### config.mk
export PLATFORM = sky130hd
export DESIGN_NAME = ext_page1_regs
export DESIGN_NICKNAME = d
export VERILOG_FILES = /design/src/design/ext_page1_pkg.sv /design/src/design/mgmt_if.sv /design/src/design/ext_page1_regs.sv /design/src/design/good_crc_counter.sv
export SDC_FILE = /design/constraint.sdc
export NUM_CORES = 1
export LEC_CHECK = 0
export BUFFER_PORTS_ARGS = -buffer_cell sky130_fd_sc_hd__clkbuf_2
export CAP_MARGIN = 20
export CORE_MARGIN = 1.5
export CORE_UTILIZATION = 44
export CTS_CLUSTER_SIZE = 40
export DETAILED_ROUTE_END_ITERATION = 8
export GPL_TIMING_DRIVEN = 0
export PLACE_DENSITY_LB_ADDON = 0.12
export SYNTH_ARGS = -nofsm -noshare
export SYNTH_HDL_FRONTEND = slang
export SYNTH_SLANG_ARGS = --single-unit
### constraint.sdc
create_clock -name pclk -period 3.7 [get_ports pclk]
set_input_delay 0.555 -clock pclk [delete_from_list [all_inputs] [get_ports pclk]]
set_output_delay 0.555 -clock pclk [all_outputs]
set_load 0.1 [all_outputs]
### src/design/ext_page1_pkg.sv
/*
  holds the register map, field positions, reset values and enumerations
  for the extended page one register bank.
  assumes a 32-bit apb slave, one 16-bit register per aligned word.
*/
// Notes on behaviour
// RQ1 - writing 0x0001 to page select routes upper addresses to page one
// RQ2 - writing zero to page select returns upper addresses to main space
// RQ3 - with page one selected, addresses 16 to 30 hit page-one registers
// RQ4 - addresses 0 to 15 reach the same registers under any page
// RQ5 - page select resets to zero
// RQ6 - fiber media control settings apply only to ports zero to three
// RQ7 - bits 15:14 hold the transmitted remote fault code, reset zero
// RQ8 - bits 13:12 report link partner remote fault bits, read only
// RQ9 - bit 9 allows gigabit fiber link-up, resets one, survives soft reset
// RQ10 - bit 8 allows 100 Mb/s fiber link-up, resets one
// RQ11 - bit 6 latches far-end fault and clears once read
// RQ12 - good-crc bit 15 flags a packet since last read, clears on read
// RQ13 - fourteen-bit good-crc counter modulo ten thousand, clears on read
// RQ14 - counter never saturates, wraps to zero after 9999
// RQ15 - bits 15:12 switch each led into extended mode, reset zero
// RQ16 - bit 11 selects led blink after low-power hold release
// RQ17 - bit 4 turns spare pin nine into fast link failure, port zero only
// RQ18 - bits 3:2 select auto, forced mdi or forced mdi-x crossover
// RQ19 - one read returns counter and flag together, then clears both
// RQ20 - reserved bits and addresses read zero and ignore writes
package ext_page1_pkg;
  localparam logic [4:0] REG_PAGE = 5'h1F;
  localparam logic [4:0] REG_FIBER = 5'h10;
  localparam logic [4:0] REG_CRC = 5'h12;
  localparam logic [4:0] REG_EXTMODE = 5'h13;
  localparam logic [4:0] UPPER_BASE = 5'h10;
  localparam logic [15:0] PAGE_MAIN = 16'h0000;
  localparam logic [15:0] PAGE_EXT1 = 16'h0001;
  localparam int ADDR_LSB = 2;
  localparam int ADDR_MSB = 6;
  localparam int SOFT_RST_BIT = 15;
  // fiber media control fields
  localparam int TXRF_HI = 15;
  localparam int TXRF_LO = 14;
  localparam int LPRF_HI = 13;
  localparam int LPRF_LO = 12;
  localparam int ALLOW_1G_BIT = 9;
  localparam int ALLOW_100_BIT = 8;
  localparam int FEF_BIT = 6;
  localparam logic [1:0] TXRF_RST = 2'h0;
  localparam logic ALLOW_RST = 1'b1;
  // good crc register
  localparam int PKT_BIT = 15;
  localparam int CNT_W = 14;
  localparam logic [13:0] CNT_MAX = 14'h270F;
  localparam logic [13:0] CNT_ZERO = 14'h0000;
  // extended mode control fields
  localparam int LEDX_HI = 15;
  localparam int LEDX_LO = 12;
  localparam int BLINK_BIT = 11;
  localparam int FLF_BIT = 4;
  localparam int XOVER_HI = 3;
  localparam int XOVER_LO = 2;
  localparam int SDPOL_BIT = 0;
  localparam logic [1:0] PORT_ZERO = 2'h0;
  localparam logic [1:0] PORT_MAX = 2'h3;
  typedef enum logic [1:0] {
    XOVER_AUTO = 2'h0,
    XOVER_RSVD = 2'h1,
    XOVER_MDI = 2'h2,
    XOVER_MDIX = 2'h3
  } xover_e;
endpackage

### src/design/mgmt_if.sv
/*
  carries one decoded register access from the apb front to the bank.
  assumes both ends run on pclk.
*/
`timescale 1ns/10ps
interface mgmt_if;
  logic wr;
  logic rd;
  logic [4:0] addr;
  logic [15:0] wdata;
  modport front (output wr, output rd, output addr, output wdata);
  modport bank (input wr, input rd, input addr, input wdata);
endinterface

### src/design/ext_page1_regs.sv
/*
  extended page one register bank with page select, reached over apb.
  assumes pins from the line side (fault, remote fault, packet pulses)
  are already on pclk except low_power_hold_input, which is synchronised.
*/
`timescale 1ns/10ps
module ext_page1_regs (
  input wire logic pclk, // clock
  input wire logic presetn, // async reset, active low
  input wire logic psel, // apb select
  input wire logic penable, // apb enable
  input wire logic pwrite, // apb direction
  input wire logic [31:0] paddr, // apb byte address
  input wire logic [31:0] pwdata, // apb write data
  output logic [31:0] prdata, // apb read data
  output logic pready, // apb ready
  output logic pslverr, // apb error
  input wire logic [1:0] port_id, // this port's number
  input wire logic soft_reset, // soft reset pulse
  input wire logic [1:0] lp_remote_fault, // link partner fault bits
  input wire logic far_end_fault, // 100 Mb fiber far-end fault pulse
  input wire logic good_pkt, // good crc copper packet pulse
  input wire logic low_power_hold_input, // low-power hold pin
  input wire logic [15:0] main_rdata, // main-space read data
  output logic main_wr, // main-space write strobe
  output logic main_rd, // main-space read strobe
  output logic [4:0] main_addr, // main-space register address
  output logic [15:0] main_wdata, // main-space write data
  output logic [1:0] tx_remote_fault, // remote fault code to send
  output logic allow_1g_link, // gigabit fiber link-up allowed
  output logic allow_100_link, // 100 Mb fiber link-up allowed
  output logic [3:0] led_ext_mode, // per-led extended mode
  output logic led_blink, // leds blink now
  output logic spare_pin_nine_flf, // spare pin is fast link failure
  output logic [1:0] xover_mode, // crossover selection
  output logic signal_detect_input_low // signal detect is active low
);
  logic [15:0] page_r;
  logic [1:0] txrf_r;
  logic allow_1g_r;
  logic allow_100_r;
  logic [1:0] lprf_r;
  logic fef_r;
  logic [3:0] ledx_r;
  logic blink_r;
  logic flf_r;
  logic [1:0] xover_r;
  logic sdpol_r;
  logic [31:0] prdata_r;
  logic [2:0] hold_sync_r;
  logic hold_r;
  logic blink_act_r;
  logic [15:0] crc_value;

  mgmt_if acc ();

  // apb: zero wait, so every access completes in its first access cycle
  wire access = psel & penable;
  assign acc.wr = access & pwrite;
  assign acc.rd = access & ~pwrite;
  assign acc.addr = paddr[ext_page1_pkg::ADDR_MSB:ext_page1_pkg::ADDR_LSB];
  assign acc.wdata = pwdata[15:0];
  assign pready = 1'b1;
  assign pslverr = 1'b0;

  wire mapped = (paddr[31:ext_page1_pkg::ADDR_MSB+1] == '0) &
                (paddr[1:0] == 2'h0);
  wire is_page = mapped & (acc.addr == ext_page1_pkg::REG_PAGE);
  wire upper = acc.addr >= ext_page1_pkg::UPPER_BASE;
  wire ext_sel = (page_r == ext_page1_pkg::PAGE_EXT1); // [RQ1]
  // low addresses never look at the page register
  wire to_ext = mapped & upper & ~is_page & ext_sel; // [RQ3] [RQ4]
  wire to_main = mapped & ~is_page & ~to_ext; // [RQ2] [RQ4]
  wire port_ok = (port_id <= ext_page1_pkg::PORT_MAX); // [RQ6]
  wire hit_fiber = to_ext & (acc.addr == ext_page1_pkg::REG_FIBER) & port_ok;
  wire hit_crc = to_ext & (acc.addr == ext_page1_pkg::REG_CRC);
  wire hit_ext = to_ext & (acc.addr == ext_page1_pkg::REG_EXTMODE);
  wire port0 = (port_id == ext_page1_pkg::PORT_ZERO);

  wire wr_page = acc.wr & is_page;
  wire wr_fiber = acc.wr & hit_fiber;
  wire wr_ext = acc.wr & hit_ext;
  wire rd_fiber = acc.rd & hit_fiber;
  wire rd_crc = acc.rd & hit_crc;

  assign main_wr = acc.wr & to_main;
  assign main_rd = acc.rd & to_main;
  assign main_addr = acc.addr;
  assign main_wdata = acc.wdata;

  good_crc_counter u_crc (
    .pclk(pclk),
    .presetn(presetn),
    .good_pkt(good_pkt),
    .rd_clr(rd_crc),
    .value(crc_value)
  );

  wire [15:0] fiber_value = {txrf_r, lprf_r, 2'h0, allow_1g_r, allow_100_r,
                             1'b0, fef_r, 6'h00}; // [RQ8] [RQ11] [RQ20]
  wire [15:0] ext_value = {ledx_r, blink_r, 6'h00, flf_r, xover_r, 1'b0,
                           sdpol_r}; // [RQ20]

  // unmapped or reserved page-one addresses read zero
  wire [15:0] rd_mux = is_page ? page_r :
                       to_main ? main_rdata :
                       hit_fiber ? fiber_value :
                       hit_crc ? crc_value :
                       hit_ext ? ext_value : 16'h0000; // [RQ20] [RQ19]

  // page select: any written value is kept, only 0x0001 maps page one
  always_ff @(posedge pclk or negedge presetn) begin
    if (!presetn) begin
      page_r <= ext_page1_pkg::PAGE_MAIN; // [RQ5]
    end else if (wr_page) begin
      page_r <= acc.wdata; // [RQ1] [RQ2]
    end
  end

  // fiber media control; soft reset restores only the transmitted remote fault code
  always_ff @(posedge pclk or negedge presetn) begin
    if (!presetn) begin
      txrf_r <= ext_page1_pkg::TXRF_RST;
      allow_1g_r <= ext_page1_pkg::ALLOW_RST;
      allow_100_r <= ext_page1_pkg::ALLOW_RST;
    end else if (wr_fiber) begin
      txrf_r <= acc.wdata[ext_page1_pkg::TXRF_HI:ext_page1_pkg::TXRF_LO];
      allow_1g_r <= acc.wdata[ext_page1_pkg::ALLOW_1G_BIT]; // [RQ9]
      allow_100_r <= acc.wdata[ext_page1_pkg::ALLOW_100_BIT]; // [RQ10]
    end else if (soft_reset) begin
      txrf_r <= ext_page1_pkg::TXRF_RST; // [RQ7]
    end
  end

  // link partner fault is sampled so a read sees a stable value
  always_ff @(posedge pclk or negedge presetn) begin
    if (!presetn) begin
      lprf_r <= 2'h0;
    end else begin
      lprf_r <= lp_remote_fault; // [RQ8]
    end
  end

  // far-end fault: a new fault in the read cycle wins over the clear
  always_ff @(posedge pclk or negedge presetn) begin
    if (!presetn) begin
      fef_r <= 1'b0;
    end else begin
      fef_r <= far_end_fault | (fef_r & ~rd_fiber); // [RQ11]
    end
  end

  // extended mode control; fast link failure only takes on port zero
  always_ff @(posedge pclk or negedge presetn) begin
    if (!presetn) begin
      ledx_r <= 4'h0;
      blink_r <= 1'b0;
      flf_r <= 1'b0;
      xover_r <= ext_page1_pkg::XOVER_AUTO;
      sdpol_r <= 1'b0;
    end else if (wr_ext) begin
      ledx_r <= acc.wdata[ext_page1_pkg::LEDX_HI:ext_page1_pkg::LEDX_LO];
      blink_r <= acc.wdata[ext_page1_pkg::BLINK_BIT]; // [RQ16]
      if (port0) begin
        flf_r <= acc.wdata[ext_page1_pkg::FLF_BIT]; // [RQ17]
      end
      xover_r <= acc.wdata[ext_page1_pkg::XOVER_HI:ext_page1_pkg::XOVER_LO];
      sdpol_r <= acc.wdata[ext_page1_pkg::SDPOL_BIT];
    end
  end

  // hold pin comes from outside; a change counts once stages two and three
  // agree, so a single glitch cannot trigger a blink
  always_ff @(posedge pclk or negedge presetn) begin
    if (!presetn) begin
      hold_sync_r <= 3'h0;
      hold_r <= 1'b0;
      blink_act_r <= 1'b0;
    end else begin
      hold_sync_r <= {hold_sync_r[1:0], low_power_hold_input};
      if (hold_sync_r[2] == hold_sync_r[1]) begin
        hold_r <= hold_sync_r[2];
      end
      // blink starts at release if enabled, stops when hold reasserts
      if (hold_r && (hold_sync_r[2] == hold_sync_r[1]) && !hold_sync_r[2]) begin
        blink_act_r <= blink_r; // [RQ16]
      end else if (hold_r || !blink_r) begin
        blink_act_r <= 1'b0;
      end
    end
  end

  always_ff @(posedge pclk or negedge presetn) begin
    if (!presetn) begin
      prdata_r <= 32'h0000_0000;
    end else if (acc.rd) begin
      prdata_r <= {16'h0000, rd_mux};
    end
  end

  // read data is taken at the same edge, so drive the mux while reading
  assign prdata = acc.rd ? {16'h0000, rd_mux} : prdata_r;

  assign tx_remote_fault = port_ok ? txrf_r : 2'h0; // [RQ7] [RQ6]
  assign allow_1g_link = allow_1g_r & port_ok; // [RQ9]
  assign allow_100_link = allow_100_r & port_ok; // [RQ10]
  assign led_ext_mode = ledx_r; // [RQ15]
  assign led_blink = blink_act_r;
  assign spare_pin_nine_flf = flf_r; // [RQ17]
  // reserved code 01 falls back to automatic crossover
  assign xover_mode = (xover_r == ext_page1_pkg::XOVER_RSVD) ?
                      ext_page1_pkg::XOVER_AUTO : xover_r; // [RQ18]
  assign signal_detect_input_low = sdpol_r;
endmodule

### src/design/good_crc_counter.sv
/*
  good-crc packet counter with packet-since-read flag.
  assumes good_pkt is a one-cycle pulse on pclk; rd_clr is the read strobe.
*/
`timescale 1ns/10ps
module good_crc_counter (
  input wire logic pclk, // clock
  input wire logic presetn, // async reset, active low
  input wire logic good_pkt, // good crc packet pulse
  input wire logic rd_clr, // register read strobe
  output logic [15:0] value // current register value
);
  logic [13:0] cnt_r;
  logic [13:0] cnt_nxt;
  logic pkt_r;
  logic pkt_nxt;
  wire [13:0] cnt_inc = (cnt_r == ext_page1_pkg::CNT_MAX) ?
                        ext_page1_pkg::CNT_ZERO : cnt_r + 14'h0001; // [RQ14]
  // a packet in the read cycle is kept as the first count after the clear
  assign cnt_nxt = rd_clr ? (good_pkt ? 14'h0001 : ext_page1_pkg::CNT_ZERO)
                          : (good_pkt ? cnt_inc : cnt_r); // [RQ13] [RQ19]
  assign pkt_nxt = good_pkt | (pkt_r & ~rd_clr); // [RQ12]
  assign value = {pkt_r, 1'b0, cnt_r}; // [RQ20]

  always_ff @(posedge pclk or negedge presetn) begin
    if (!presetn) begin
      cnt_r <= ext_page1_pkg::CNT_ZERO;
      pkt_r <= 1'b0;
    end else begin
      cnt_r <= cnt_nxt;
      pkt_r <= pkt_nxt;
    end
  end
endmodule

======== Yosys cells after proc, flatten, opt, wreduce, memory -nomap -nowiden ========
Index checks and enable logic that the tools add are counted.
word-level totals
  memory bits (read-only) ................. 0
  latch bits .............................. 0
  bits of input ports ..................... 93
  output and inout port bits .............. 70
  memory bits (writable) .................. 0
  register bits ........................... 84
  word-level logic and storage cells ...... 88
  memories ................................ 0
cells by class
  eq/ne operators ......................... 8
  reduce and logical (&&, ||, !) cells .... 12
  div/mod/pow operators ................... 0
  $lt $le $gt $ge ......................... 2
  bitwise logic cells ..................... 32
  multipliers ............................. 0
  $add $sub $neg .......................... 1
  shift-type cells ........................ 0
  multiplexer cells ....................... 16
operators by type and width
  kind                     count
  $mux W16                 5
  $mux W14                 3
  $mux W32                 1
  $and A1 B1 Y1            25
  $logic_not A25 Y1        1
  $eq A5 B5 Y1 const B     4
  $eq A16 B1 Y1 const B    1
  $add A14 B1 Y14 const B  1
  $eq A14 B14 Y1 const B   1
  $mux W2                  4
  $reduce_bool A2 Y1       3
  $ge A5 B5 Y1 const B     1
  $not A1 Y1               5
  $logic_not A2 Y1         2
  $mux W1                  3
  $eq A2 B1 Y1 const B     1
  $le A2 B2 Y1 const B     1
  $logic_and A1 B1 Y1      2
  $logic_not A1 Y1         2
  $or A1 B1 Y1             2
  $reduce_and A2 Y1        1
  $eq A1 B1 Y1             1
  $logic_or A1 B1 Y1       1

======== Longest topological paths before layout ========
Gate-level depths: netlist of the first run.
  word-level depth ........................ 13
  depth in mapped cells ................... 8
  depth with buffers taken out ............ 6

======== Hierarchy ========
A second synthesis of the first run with hierarchy kept.
second synthesis, totals
  cells, all modules ...................... 424
  area, all modules ....................... 4,401.7 um^2
modules (own cells, without submodules)
  module            sequential area each (um^2)  instances  area each (um^2)  cells an instance
  ext_page1_regs    1,729.2                      1          3,555.9           337
  good_crc_counter  375.4                        1          845.8             87

======== Worst setup path before layout of the first run ========
OpenSTA, ideal clock, no wires.
  kind .................................... input-to-output
  from .................................... input port paddr[3]
  to ...................................... output port main_rd
  cell stages on the path ................. 7
  data required time ...................... 3.145 ns
  path buffers ............................ 4
  setup slack ............................. -1.301 ns
  arrival time ............................ 4.446 ns
  cells stage by stage .................... buf_2 and2_1 clkbuf_2 and4_1 buf_6 clkbuf_1 nor4_1
on the way
  cells in the longest elaborated chain, start to end .. 8
  elaborated cells between the ends (all ways) .. 11
  those cells by class .................... order compare: 1; eq/ne: 1; bitwise: 9
ends and longest elaborated chain
  element                                               RTL line              source
  start, declared                                       ext_page1_regs.sv:13  input wire logic [31:0] paddr,
  branches (longest 6 deep; another with $ge A5 B5 Y1)  n/a
  $and A1 B1 Y1 (*)                                     ext_page1_regs.sv:73  wire to_main = mapped & ~is_page & ~to_ext;
  $and A1 B1 Y1 (*)                                     ext_page1_regs.sv:87  assign main_rd = acc.rd & to_main;
  end, declared                                         ext_page1_regs.sv:26  output logic main_rd,
Mark *: on every way between the ends.

======== Worst setup path after layout of the first run ========
  from .................................... register page_r[8]
  to ...................................... output port prdata[15]
on the way
  cells in the longest elaborated chain, start to end .. 9
  elaborated cells between the ends (all ways) .. 14
  those cells by class .................... eq/ne: 1; mux: 6; bitwise: 7
ends and longest elaborated chain
  element                 RTL line               source
  start, declared         ext_page1_regs.sv:38   logic [15:0] page_r;
  start signal, assigned  ext_page1_regs.sv:114  page_r <= ext_page1_pkg::PAGE_MAIN;
  start signal, assigned  ext_page1_regs.sv:116  page_r <= acc.wdata;
  $eq A16 B1 Y1 (*)       ext_page1_regs.sv:70   wire ext_sel = (page_r == ext_page1_pkg::PAGE_EXT1);
  $and A1 B1 Y1 (*)       ext_page1_regs.sv:72   wire to_ext = mapped & upper & ~is_page & ext_sel;
  $and A1 B1 Y1           ext_page1_regs.sv:77   wire hit_ext = to_ext & (acc.addr == ext_page1_pkg::REG_EXTMODE);
  $mux W16                ext_page1_regs.sv:109  hit_ext ? ext_value : 16'h0000;
  $mux W16                ext_page1_regs.sv:108  hit_crc ? crc_value :
  $mux W16                ext_page1_regs.sv:107  hit_fiber ? fiber_value :
  $mux W16 (*)            ext_page1_regs.sv:106  to_main ? main_rdata :
  $mux W16 (*)            ext_page1_regs.sv:105  wire [15:0] rd_mux = is_page ? page_r :
  $mux W32 (*)            n/a
  end, declared           ext_page1_regs.sv:15   output logic [31:0] prdata,
Mark *: on every way between the ends. The rest lies on a longest branch, timed or not.

==> summary.md, run 1 <==
| Metric | Value |
|---|---|
| Unrepaired setup endpoints after global routing | `no` |
| Register area | `2100 sq um` |
| Top post-synthesis cells by area | `dfrtp_1, mux2_2, buf_4` |
| Hold crit path type | `input pin to asynchronous set/reset pin` |
| I/O pin total | `163` |
| Die H | `103 um` |
| Main synth FF type | `dfrtp_1` |
| Seq cells post-synth | `84` |
| Slew @ Worst Pin | `roughly 630 ps` |
| CP bufs+invs | `2` |
| Synth top cells by count | `dfrtp_1, nand2_1, nor2_1, buf_4, and2_1` |
| CTS Hold Bufs | `0` |
| # diodes | `0` |
| DP Wirelength | `9620 um` |
| # DRC | `0` |
| Achievable Freq | `282 MHz` |
| Final Hold Fails | `0` |
| Vias in the first global route | `3609` |
| Core Rows | `36` |
| Critical path required time | `3140 ps` |
| Layout area overhead | `28.6%` |
| Via/cell ratio | `5.42` |
| GPL Wtd Cong | `0.903` |
| Clock buffer depth | `2` |
| Sink Count | `84` |
| Pint | `1.39 mW` |
| Final WL | `roughly 12000 um` |
| Min cycle time layout | `3550 ps` |
| Max_cap viols | `0` |
| Sw Ratio | `0.330` |
| IO Port Bufs | `143` |
| Final Cycle Share | `0.959` |
| Crit-path max FO | `10` |
| DRT antenna net count | `0` |
| Gr ovfl total | `0` |
| Initial antenna violation count | `0` |
| NumNets Final | `677` |
| Post-synth top area share | `0.470` |
| Power Dens Cells | `370 nW/um^2` |
| Clock transition at path regs | `90 ps` |
| Core Util, Final | `0.580` |
| First-pass GRT wire length | `19000 um` |
| Initial core utilization | `0.451` |
| # resized after CTS | `2` |
| Vias after detailed routing | `3907` |
| Pin count of the biggest net entering global routing | `49` |
| Worst-Skew Late Latency | `380 ps` |
| Part of the Yosys area used for sequential elements | `0.482` |
| Mapped Area | `about 4400 sq um` |
| Setup violations, final | `0` |
| Non-Filler Instances | `721` |
| Critical path, cell by cell | `nor4_1, nand3_1, clkbuf_1, nor4b_1, a211oi_1, o31ai_2, clkbuf_4` |
| Proportion of layout cells with a drive suffix above 1 | `0.420` |
| Drt first pass iters | `5` |
| WL/cell | `17.2 um` |
| Status | `finished, final reports clean` |
| H-Tree Level Count | `3` |
| Worst path arrival time | `2990 ps` |
| Cts bufs inserted | `9` |
| Placed cell areas | `between 5000 and 6000 sq um` |
| VDD IR max | `around 0.29 mV` |
| Syn_nets | `522` |
| Die Wd | `103 um` |
| Synth warn | `0` |
| Slew Limit Fails | `0` |
| Post-CTS setup buffer count | `0` |
| Post-synthesis cell type count | `57` |
| Overall power | `approximately 2.1 mW` |
| Cells after synthesis | `around 430` |
| Largest area contributor in the netlist | `dfrtp_1` |
| Syn_area_per_cell | `10.2 sq um` |
| Sequential cell fraction of total power | `0.477` |
| Comb power frac | `0.187` |
| Slowest stage cell, crit path | `dfrtp_1` |
| Delay-heaviest family, CP | `simple AND/OR/NAND/NOR gates` |
| Cell area after layout | `5620 sq um` |
| CORE AREA | `9680 sq um` |
| CP Class | `flop to primary output` |
| Clk pwr share | `0.336` |
| Global Route Usage Sum | `0.244` |
| Die area | `10500 sq um` |
| Critical Path Sink Type | `primary output` |
| Fillers | `864` |
| Pleak | `between 2 and 3 nW` |
| Clock root cell | `clkbuf_8` |
| Sw power | `~0.7 mW` |
| Most common cell in the netlist | `dfrtp_1` |
| Max-slew headroom | `0.579` |
| Worst setup SP type | `flop` |
| TritonCTS clock tree | `built` |
| First-iteration detailed-routing DRC count | `about 270` |
| Multi-input gate area | `2050 sq um` |
| Number of flops mapped to enable cells by yosys | `0` |
| Clock skew | `8.78 ps` |
| Slowest stage delay, CP | `430 ps` |
| Placed Cells | `705` |
| Asr flop ratio synth | `1.00` |
[cell families after synthesis]
logic type      share of synthesized area
compound gates                      0.115
buf+inv                            0.0728
flops                               0.482
simple gates                        0.220
xor+xnor                          0.00201
fa+ha+maj                         0.00516
mux                                 0.102
other cells                       0.00172
[per-stage QoR]
stage	hold WS, ps	worst slack (ps)	setup TNS [ps]
5_1_grt	200	9.96	0
4_1_cts	169	7.77	0
2_1_floorplan	259	-864	-9010
3_5_place_dp	343	-21.7	-21.7
3_3_place_gp	336	134	0
6_report	164	151	0
[power groups by stage]
stage,registers (mW),logic (mW),clock network [mW]
after global placement,1.01,0.384,0
after global routing,0.997,0.422,0.748
final,0.992,0.390,0.698
after CTS,0.991,0.392,0.719
after floorplan,0.998,0.276,0
after detailed placement,1.01,0.391,0
[path summary, 6_finish.rpt]
check,from,end,slack (ps),cells past startpoint
max,page_r[8],prdata[15],150,7
min,presetn,prdata_r[25],160,1
max reg2reg,page_r[8],u_crc.cnt_r[2],1220,7
min reg2reg,hold_sync_r[0],hold_sync_r[1],370,0
max in group asynchronous,presetn,allow_1g_r,2870,2
min in group pclk,lp_remote_fault[1],lprf_r[1],270,1
[cell usage in the layout, fill, tap and decap left out, drive strengths merged, types with 6 or more instances in the layout]
master,n
buf,35
nor4,20
a21oi,11
a211oi,12
dfrtp,82
mux2,29
nand2,42
and2,20
o31ai,13
o21ai,13
nand4,7
nor3,16
nand3,11
nor2,32
a31oi,6
inv,6
mux2i,8
clkbuf,166
[registers in the layout, indices dropped and copies added, names as in the netlist]
name,count
allow_100_r,1
allow_1g_r,1
blink_r,1
fef_r,1
hold_r,1
hold_sync_r,3
led_blink,1
led_ext_mode,4
lprf_r,2
page_r,16
prdata_r,32
signal_detect_input_low,1
spare_pin_nine_flf,1
txrf_r,2
u_crc.cnt_r,14
u_crc.pkt_r,1
xover_r,2
[cell type report]
type | count | share of cell area
plain buffers | 48 | 0.0541
clock buffers | 9 | 0.0221
clock inverters | 7 | 0.0149
flip-flops and latches | 84 | 0.375
inverters | 4 | 0.00267
multi-input cells | 292 | 0.365
repair buffers | 144 | 0.137
well taps | 133 | 0.0296
[metal layers]
metal	vias to the layer above	share of wire	GRT usage
li1	1862	-	-
met1	1874	0.43	0.332
met2	151	0.48	0.381
met3	20	0.069	0.0698
met4	0	0.021	0.0748
met5	-	0	0
Note: power is estimated with default switching activity, not from simulation.
==> inputs of run 2 (changes only) <==
--- a/config.mk
+++ b/config.mk
@@ -13,6 +13,7 @@
 export DETAILED_ROUTE_END_ITERATION = 8
 export GPL_TIMING_DRIVEN = 0
 export PLACE_DENSITY_LB_ADDON = 0.12
+export RECOVER_POWER = 25
 export SYNTH_ARGS = -nofsm -noshare
 export SYNTH_HDL_FRONTEND = slang
 export SYNTH_SLANG_ARGS = --single-unit
==> summary.md, run 2 (synthesized netlist as in run 1, its figures left out) <==
| Metric | Value |
|---|---|
| Worst path arrival time | `2990 ps` |
| Non-Filler Instances | `721` |
| Max reg flops | `32` |
| Vias after detailed routing | `3914` |
| DP Wirelength | `9620 um` |
| Vias in the first global route | `3609` |
| Hold Path Stages | `1` |
| H-Tree Level Count | `3` |
| Die Wd | `103 um` |
| Clock transition at path regs | `90 ps` |
| Global Route Usage Sum | `0.244` |
| Min cycle time layout | `3550 ps` |
| Pre-CTS setup slack | `-21.7 ps` |
| Cell area after layout | `5590 sq um` |
| Die H | `103 um` |
| Cts bufs inserted | `9` |
| Slew Limit Fails | `38` |
| Layout area overhead | `28.0%` |
| Core Rows | `36` |
| Slowest stage cell, crit path | `dfrtp_1` |
| Worst setup SP type | `flop` |
| IO Port Bufs | `143` |
| Met3 wire len | `870 um` |
| Clock skew | `about 8.7 ps` |
| Sink Count | `84` |
| First-iteration detailed-routing DRC count | `271` |
| NumNets Final | `677` |
| First-pass GRT wire length | `about 19000 um` |
| Post-Route M1 WL | `5340 um` |
| Setup violations, final | `0` |
| TritonCTS clock tree | `built` |
| WL/cell | `between 15 and 20 um` |
| GPL Wtd Cong | `0.903` |
| Fillers | `869` |
| Gr ovfl total | `0` |
| Initial core utilization | `0.451` |
| Post-CTS setup buffer count | `0` |
| Hold path startpoint | `lp_remote_fault[1]` |
| Hold endpoint | `lprf_r[1]` |
| Failing checks | `capacitance limit, slew limit` |
| VDD IR max | `approximately 0.29 mV` |
| Final Cycle Share | `0.959` |
| Max-slew headroom | `-0.323` |
| Wire length on met2 | `5860 um` |
| Critical path, cell by cell | `nor4_1, nand3_1, clkbuf_1, nor4b_1, a211oi_1, o31ai_2, clkbuf_4` |
| Hold crit path type | `input pin to flop` |
| # DRC | `0` |
| Top layer in use | `met4` |
| Critical path required time | `3140 ps` |
| Drt first pass iters | `5` |
| Pleak | `2.75 nW` |
| Most frequent cells in the layout | `clkbuf_2, dfrtp_1, nand2_1` |
| Proportion of layout cells with a drive suffix above 1 | `0.418` |
| CORE AREA | `9680 sq um` |
| Clock buffer depth | `2` |
| Reg2Reg Depth | `7` |
| Initial antenna violation count | `0` |
| I/O pin total | `163` |
| Clock root cell | `clkbuf_8` |
| Regs by FF count | `prdata_r x32, page_r x16, u_crc.cnt_r x14` |
| Power Dens Cells | `371 nW/um^2` |
| CP Class | `flop to primary output` |
| Max_cap viols | `1` |
| # diodes | `0` |
| Worst R2R End | `u_crc.cnt_r[2]` |
| Placed cell areas | `5350 sq um` |
| Unrepaired setup endpoints after global routing | `no` |
| CP bufs+invs | `2` |
| Slew @ Worst Pin | `1980 ps` |
| Achievable Freq | `between 200 and 300 MHz` |
| Status | `finished with violations` |
| Worst reg2reg startpoint | `page_r[8]` |
| Slowest stage delay, CP | `430 ps` |
| Worst-Skew Late Latency | `380 ps` |
| Via/cell ratio | `between 5 and 6` |
| Pin count of the biggest net entering global routing | `approximately 50` |
| Final Hold Fails | `0` |
| Overall power | `2.08 mW` |
| Delay-heaviest family, CP | `simple AND/OR/NAND/NOR gates` |
| Register name with the most flops | `prdata_r` |
| Final WS setup | `151 ps` |
| Final WL | `12400 um` |
| Placed Cells | `705` |
| Crit-path max FO | `10` |
| FF-to-FF setup slack | `1220 ps` |
| DRT antenna net count | `0` |
| Most common cell after layout, fill and taps aside | `clkbuf_2` |
| Critical Path Sink Type | `primary output` |
| Die area | `~11000 sq um` |
## run 2: cell types whose count changed in the layout (fill, tap and decap cells not counted)
cell	change
buf_16	-1
clkbuf_1	+1
clkbuf_2	+1
clkbuf_4	-1
## run 2: worst max-delay path by stage
stage / from / endpoint / slack (ps) / cells past startpoint
floorplan: paddr[17] / prdata[2] / -860 / 7
global placement: paddr[17] / prdata[15] / 130 / 9
detailed placement: paddr[9] / prdata[2] / -20 / 9
CTS: paddr[9] / prdata[3] / 8 / 9
global route: page_r[8] / prdata[15] / 10 / 7
finish: page_r[8] / prdata[15] / 150 / 7
## run 2: timing repair
| item | 4_1_cts | 5_1_grt |
|---|---|---|
| pin swaps | 0 | 0 |
| hold buffers | 0 | 0 |
| resized for setup | 2 | 27 |
| cloned | 0 | 0 |
| endpoints found under the setup margin | 2 | 14 |
## run 2: final cells by class
cell class	count	area, sq um	share of cell area
well taps	133	166	0.0298
repair buffers	144	744	0.133
inverters	4	15.0	0.00269
flip-flops and latches	84	2100	0.377
multi-input cells	292	2050	0.366
clock buffers	9	124	0.0222
plain buffers	48	304	0.0544
clock inverters	7	83.8	0.0150
## run 2: power breakdown
part | internal, mW | total (mW) | switching (mW) | leakage, nW
Clock | 0.322 | 0.698 | 0.376 | 0.0955
Sequential | 0.954 | 0.992 | 0.0380 | 1.12
Combinational | 0.115 | 0.386 | 0.271 | 1.53
Total | 1.39 | 2.08 | 0.685 | 2.75
## run 2: metal layers
metal / GRT usage / vias to the layer above
li1: - / 1863
met1: 0.332 / 1872
met2: 0.381 / 155
met3: 0.0698 / 24
met4: 0.0748 / 0
met5: 0 / -
## run 2: stage by stage
step	TNS (ps)	hold slack [ps]	util
after floorplan	-9010	259	-
after detailed placement	-21.7	343	0.553
after global routing	0	258	0.577
after global placement	0	336	0.550
final	0	274	0.577
after CTS	0	169	0.575
==> inputs of run 3 (changes only) <==
--- a/config.mk
+++ b/config.mk
@@ -13,7 +13,7 @@
 export DETAILED_ROUTE_END_ITERATION = 8
 export GPL_TIMING_DRIVEN = 0
 export PLACE_DENSITY_LB_ADDON = 0.12
-export RECOVER_POWER = 25
+export RECOVER_POWER = 50
 export SYNTH_ARGS = -nofsm -noshare
 export SYNTH_HDL_FRONTEND = slang
 export SYNTH_SLANG_ARGS = --single-unit
==> summary.md, run 3 (synthesized netlist as in run 1, its figures left out) <==
| Metric | Value |
|---|---|
| Register name with the most flops | `prdata_r` |
| Clk pwr share | `0.336` |
| Final Hold Fails | `0` |
| Die H | `103 um` |
| Final WS setup | `148 ps` |
| Pre-CTS setup slack | `-21.7 ps` |
| Sw power | `0.685 mW` |
| Fillers | `876` |
| Reg2Reg Depth | `7` |
| Final WL | `between 10000 and 15000 um` |
| NumNets Final | `677` |
| WL/cell | `17.2 um` |
| Hold Path Stages | `1` |
| Regs by FF count | `prdata_r x32, page_r x16, u_crc.cnt_r x14` |
| Initial antenna violation count | `0` |
| Core Util, Final | `0.576` |
| Post-Route M1 WL | `about 5400 um` |
| Cts bufs inserted | `9` |
| Slew @ Worst Pin | `2010 ps` |
| Worst R2R End | `u_crc.cnt_r[2]` |
| Wire length on met2 | `5920 um` |
| Layout area overhead | `27.7%` |
| Slowest stage delay, CP | `430 ps` |
| CP Class | `flop to primary output` |
| Gr ovfl total | `0` |
| H-Tree Level Count | `3` |
| IO Port Bufs | `143` |
| VDD IR max | `0.287 mV` |
| Status | `finished with violations` |
| Worst setup SP type | `flop` |
| Via/cell ratio | `5.41` |
| Clock skew | `9.23 ps` |
| Power Dens Cells | `between 300 and 400 nW/um^2` |
| Met3 wire len | `866 um` |
| TritonCTS clock tree | `built` |
| Final Cycle Share | `0.960` |
| Die area | `10500 sq um` |
| Hold endpoint | `lprf_r[1]` |
| Worst reg2reg startpoint | `page_r[8]` |
| Unrepaired setup endpoints after global routing | `no` |
| First-pass GRT wire length | `about 19000 um` |
| Placed Cells | `705` |
| Hold crit path type | `input pin to flop` |
| Failing checks | `capacitance limit, slew limit` |
| First-iteration detailed-routing DRC count | `227` |
| Max-slew headroom | `-0.338` |
| CTS Hold Bufs | `0` |
| Max reg flops | `32` |
| FF-to-FF setup slack | `1200 ps` |
| Clock root cell | `clkbuf_8` |
| Global Route Usage Sum | `0.244` |
| Max_cap viols | `1` |
| Worst-Skew Late Latency | `between 300 and 400 ps` |
| Vias after detailed routing | `3902` |
| Placed cell areas | `5350 sq um` |
| Pleak | `2.70 nW` |
| Pin count of the biggest net entering global routing | `49` |
| CORE AREA | `9680 sq um` |
| # diodes | `0` |
| I/O pin total | `163` |
| DP Wirelength | `9620 um` |
| Sequential cell fraction of total power | `0.478` |
| Comb power frac | `0.185` |
| Overall power | `slightly above 2 mW` |
| Achievable Freq | `roughly 280 MHz` |
| Top layer in use | `met4` |
| Drt first pass iters | `5` |
| Final worst hold slack | `276 ps` |
| Proportion of layout cells with a drive suffix above 1 | `0.400` |
| Non-Filler Instances | `roughly 720` |
| Cell area after layout | `5580 sq um` |
| Pint | `1.39 mW` |
| Initial core utilization | `0.451` |
| Slew Limit Fails | `38` |
| Fin Setup TNS | `0 ps` |
| Clock buffer depth | `2` |
| DRT antenna net count | `0` |
| Sw Ratio | `0.330` |
| Most common cell after layout, fill and taps aside | `clkbuf_2` |
| Core Rows | `36` |
| GPL Wtd Cong | `0.903` |
| Critical path, cell by cell | `nor4_1, nand3_1, clkbuf_1, nor4b_1, a211oi_1, o31ai_2, clkbuf_4` |
| Most frequent cells in the layout | `clkbuf_2, dfrtp_1, nand2_1` |
| Crit-path max FO | `10` |
| Hold path startpoint | `lp_remote_fault[1]` |
| Critical Path Sink Type | `primary output` |
| Slowest stage cell, crit path | `dfrtp_1` |
| Min cycle time layout | `3550 ps` |
| Die Wd | `103 um` |
| # DRC | `0` |
| Clock transition at path regs | `90 ps` |
| Critical path required time | `between 3000 and 4000 ps` |
| Vias in the first global route | `3609` |
| Worst path arrival time | `3000 ps` |
| Setup violations, final | `0` |
| Sink Count | `84` |
==> run 3: layout make-up <==
class,instances,area (sq um),share of cell area
tap,133,166,0.0298
multi-input combinational,292,2050,0.367
sequential,84,2100,0.377
timing repair buffer,144,731,0.131
clock buffer,9,124,0.0222
clock inverter,7,83.8,0.0150
buffer,48,304,0.0545
inverter,4,15.0,0.00269
==> run 3: layer usage <==
metal  GRT usage  up-vias
li1            -     1857
met1       0.332     1881
met2       0.381      146
met3      0.0698       18
met4      0.0748        0
met5           0        -
==> run 3: worst max-delay path by stage <==
| stage | from | slack (ps) | end |
|---|---|---|---|
| floorplan | paddr[17] | -860 | prdata[2] |
| global placement | paddr[17] | 130 | prdata[15] |
| detailed placement | paddr[9] | -20 | prdata[2] |
| CTS | paddr[9] | 8 | prdata[3] |
| global route | page_r[8] | 10 | prdata[15] |
| finish | page_r[8] | 150 | prdata[15] |
==> run 3: critical path, delay by kind of cell (launching register included) <==
kind	cells	cell delay, ps
AND/OR/NAND/NOR	3	1000
AO/OA/AOI/OAI	2	490
buffers and inverters	2	690
flip-flops	1	430
==> run 3: what timing repair did <==
item / CTS / global route
resized for setup: 2 / 27
endpoints found under the setup margin: 2 / 14
buffers inserted: 0 / 0
==> run 3: power by group through the flow <==
stage	combinational, mW	sequential (mW)	clock (mW)
global route	0.417	0.997	0.748
detailed placement	0.391	1.01	0
CTS	0.392	0.991	0.719
floorplan	0.276	0.998	0
finish	0.384	0.992	0.698
global placement	0.384	1.01	0
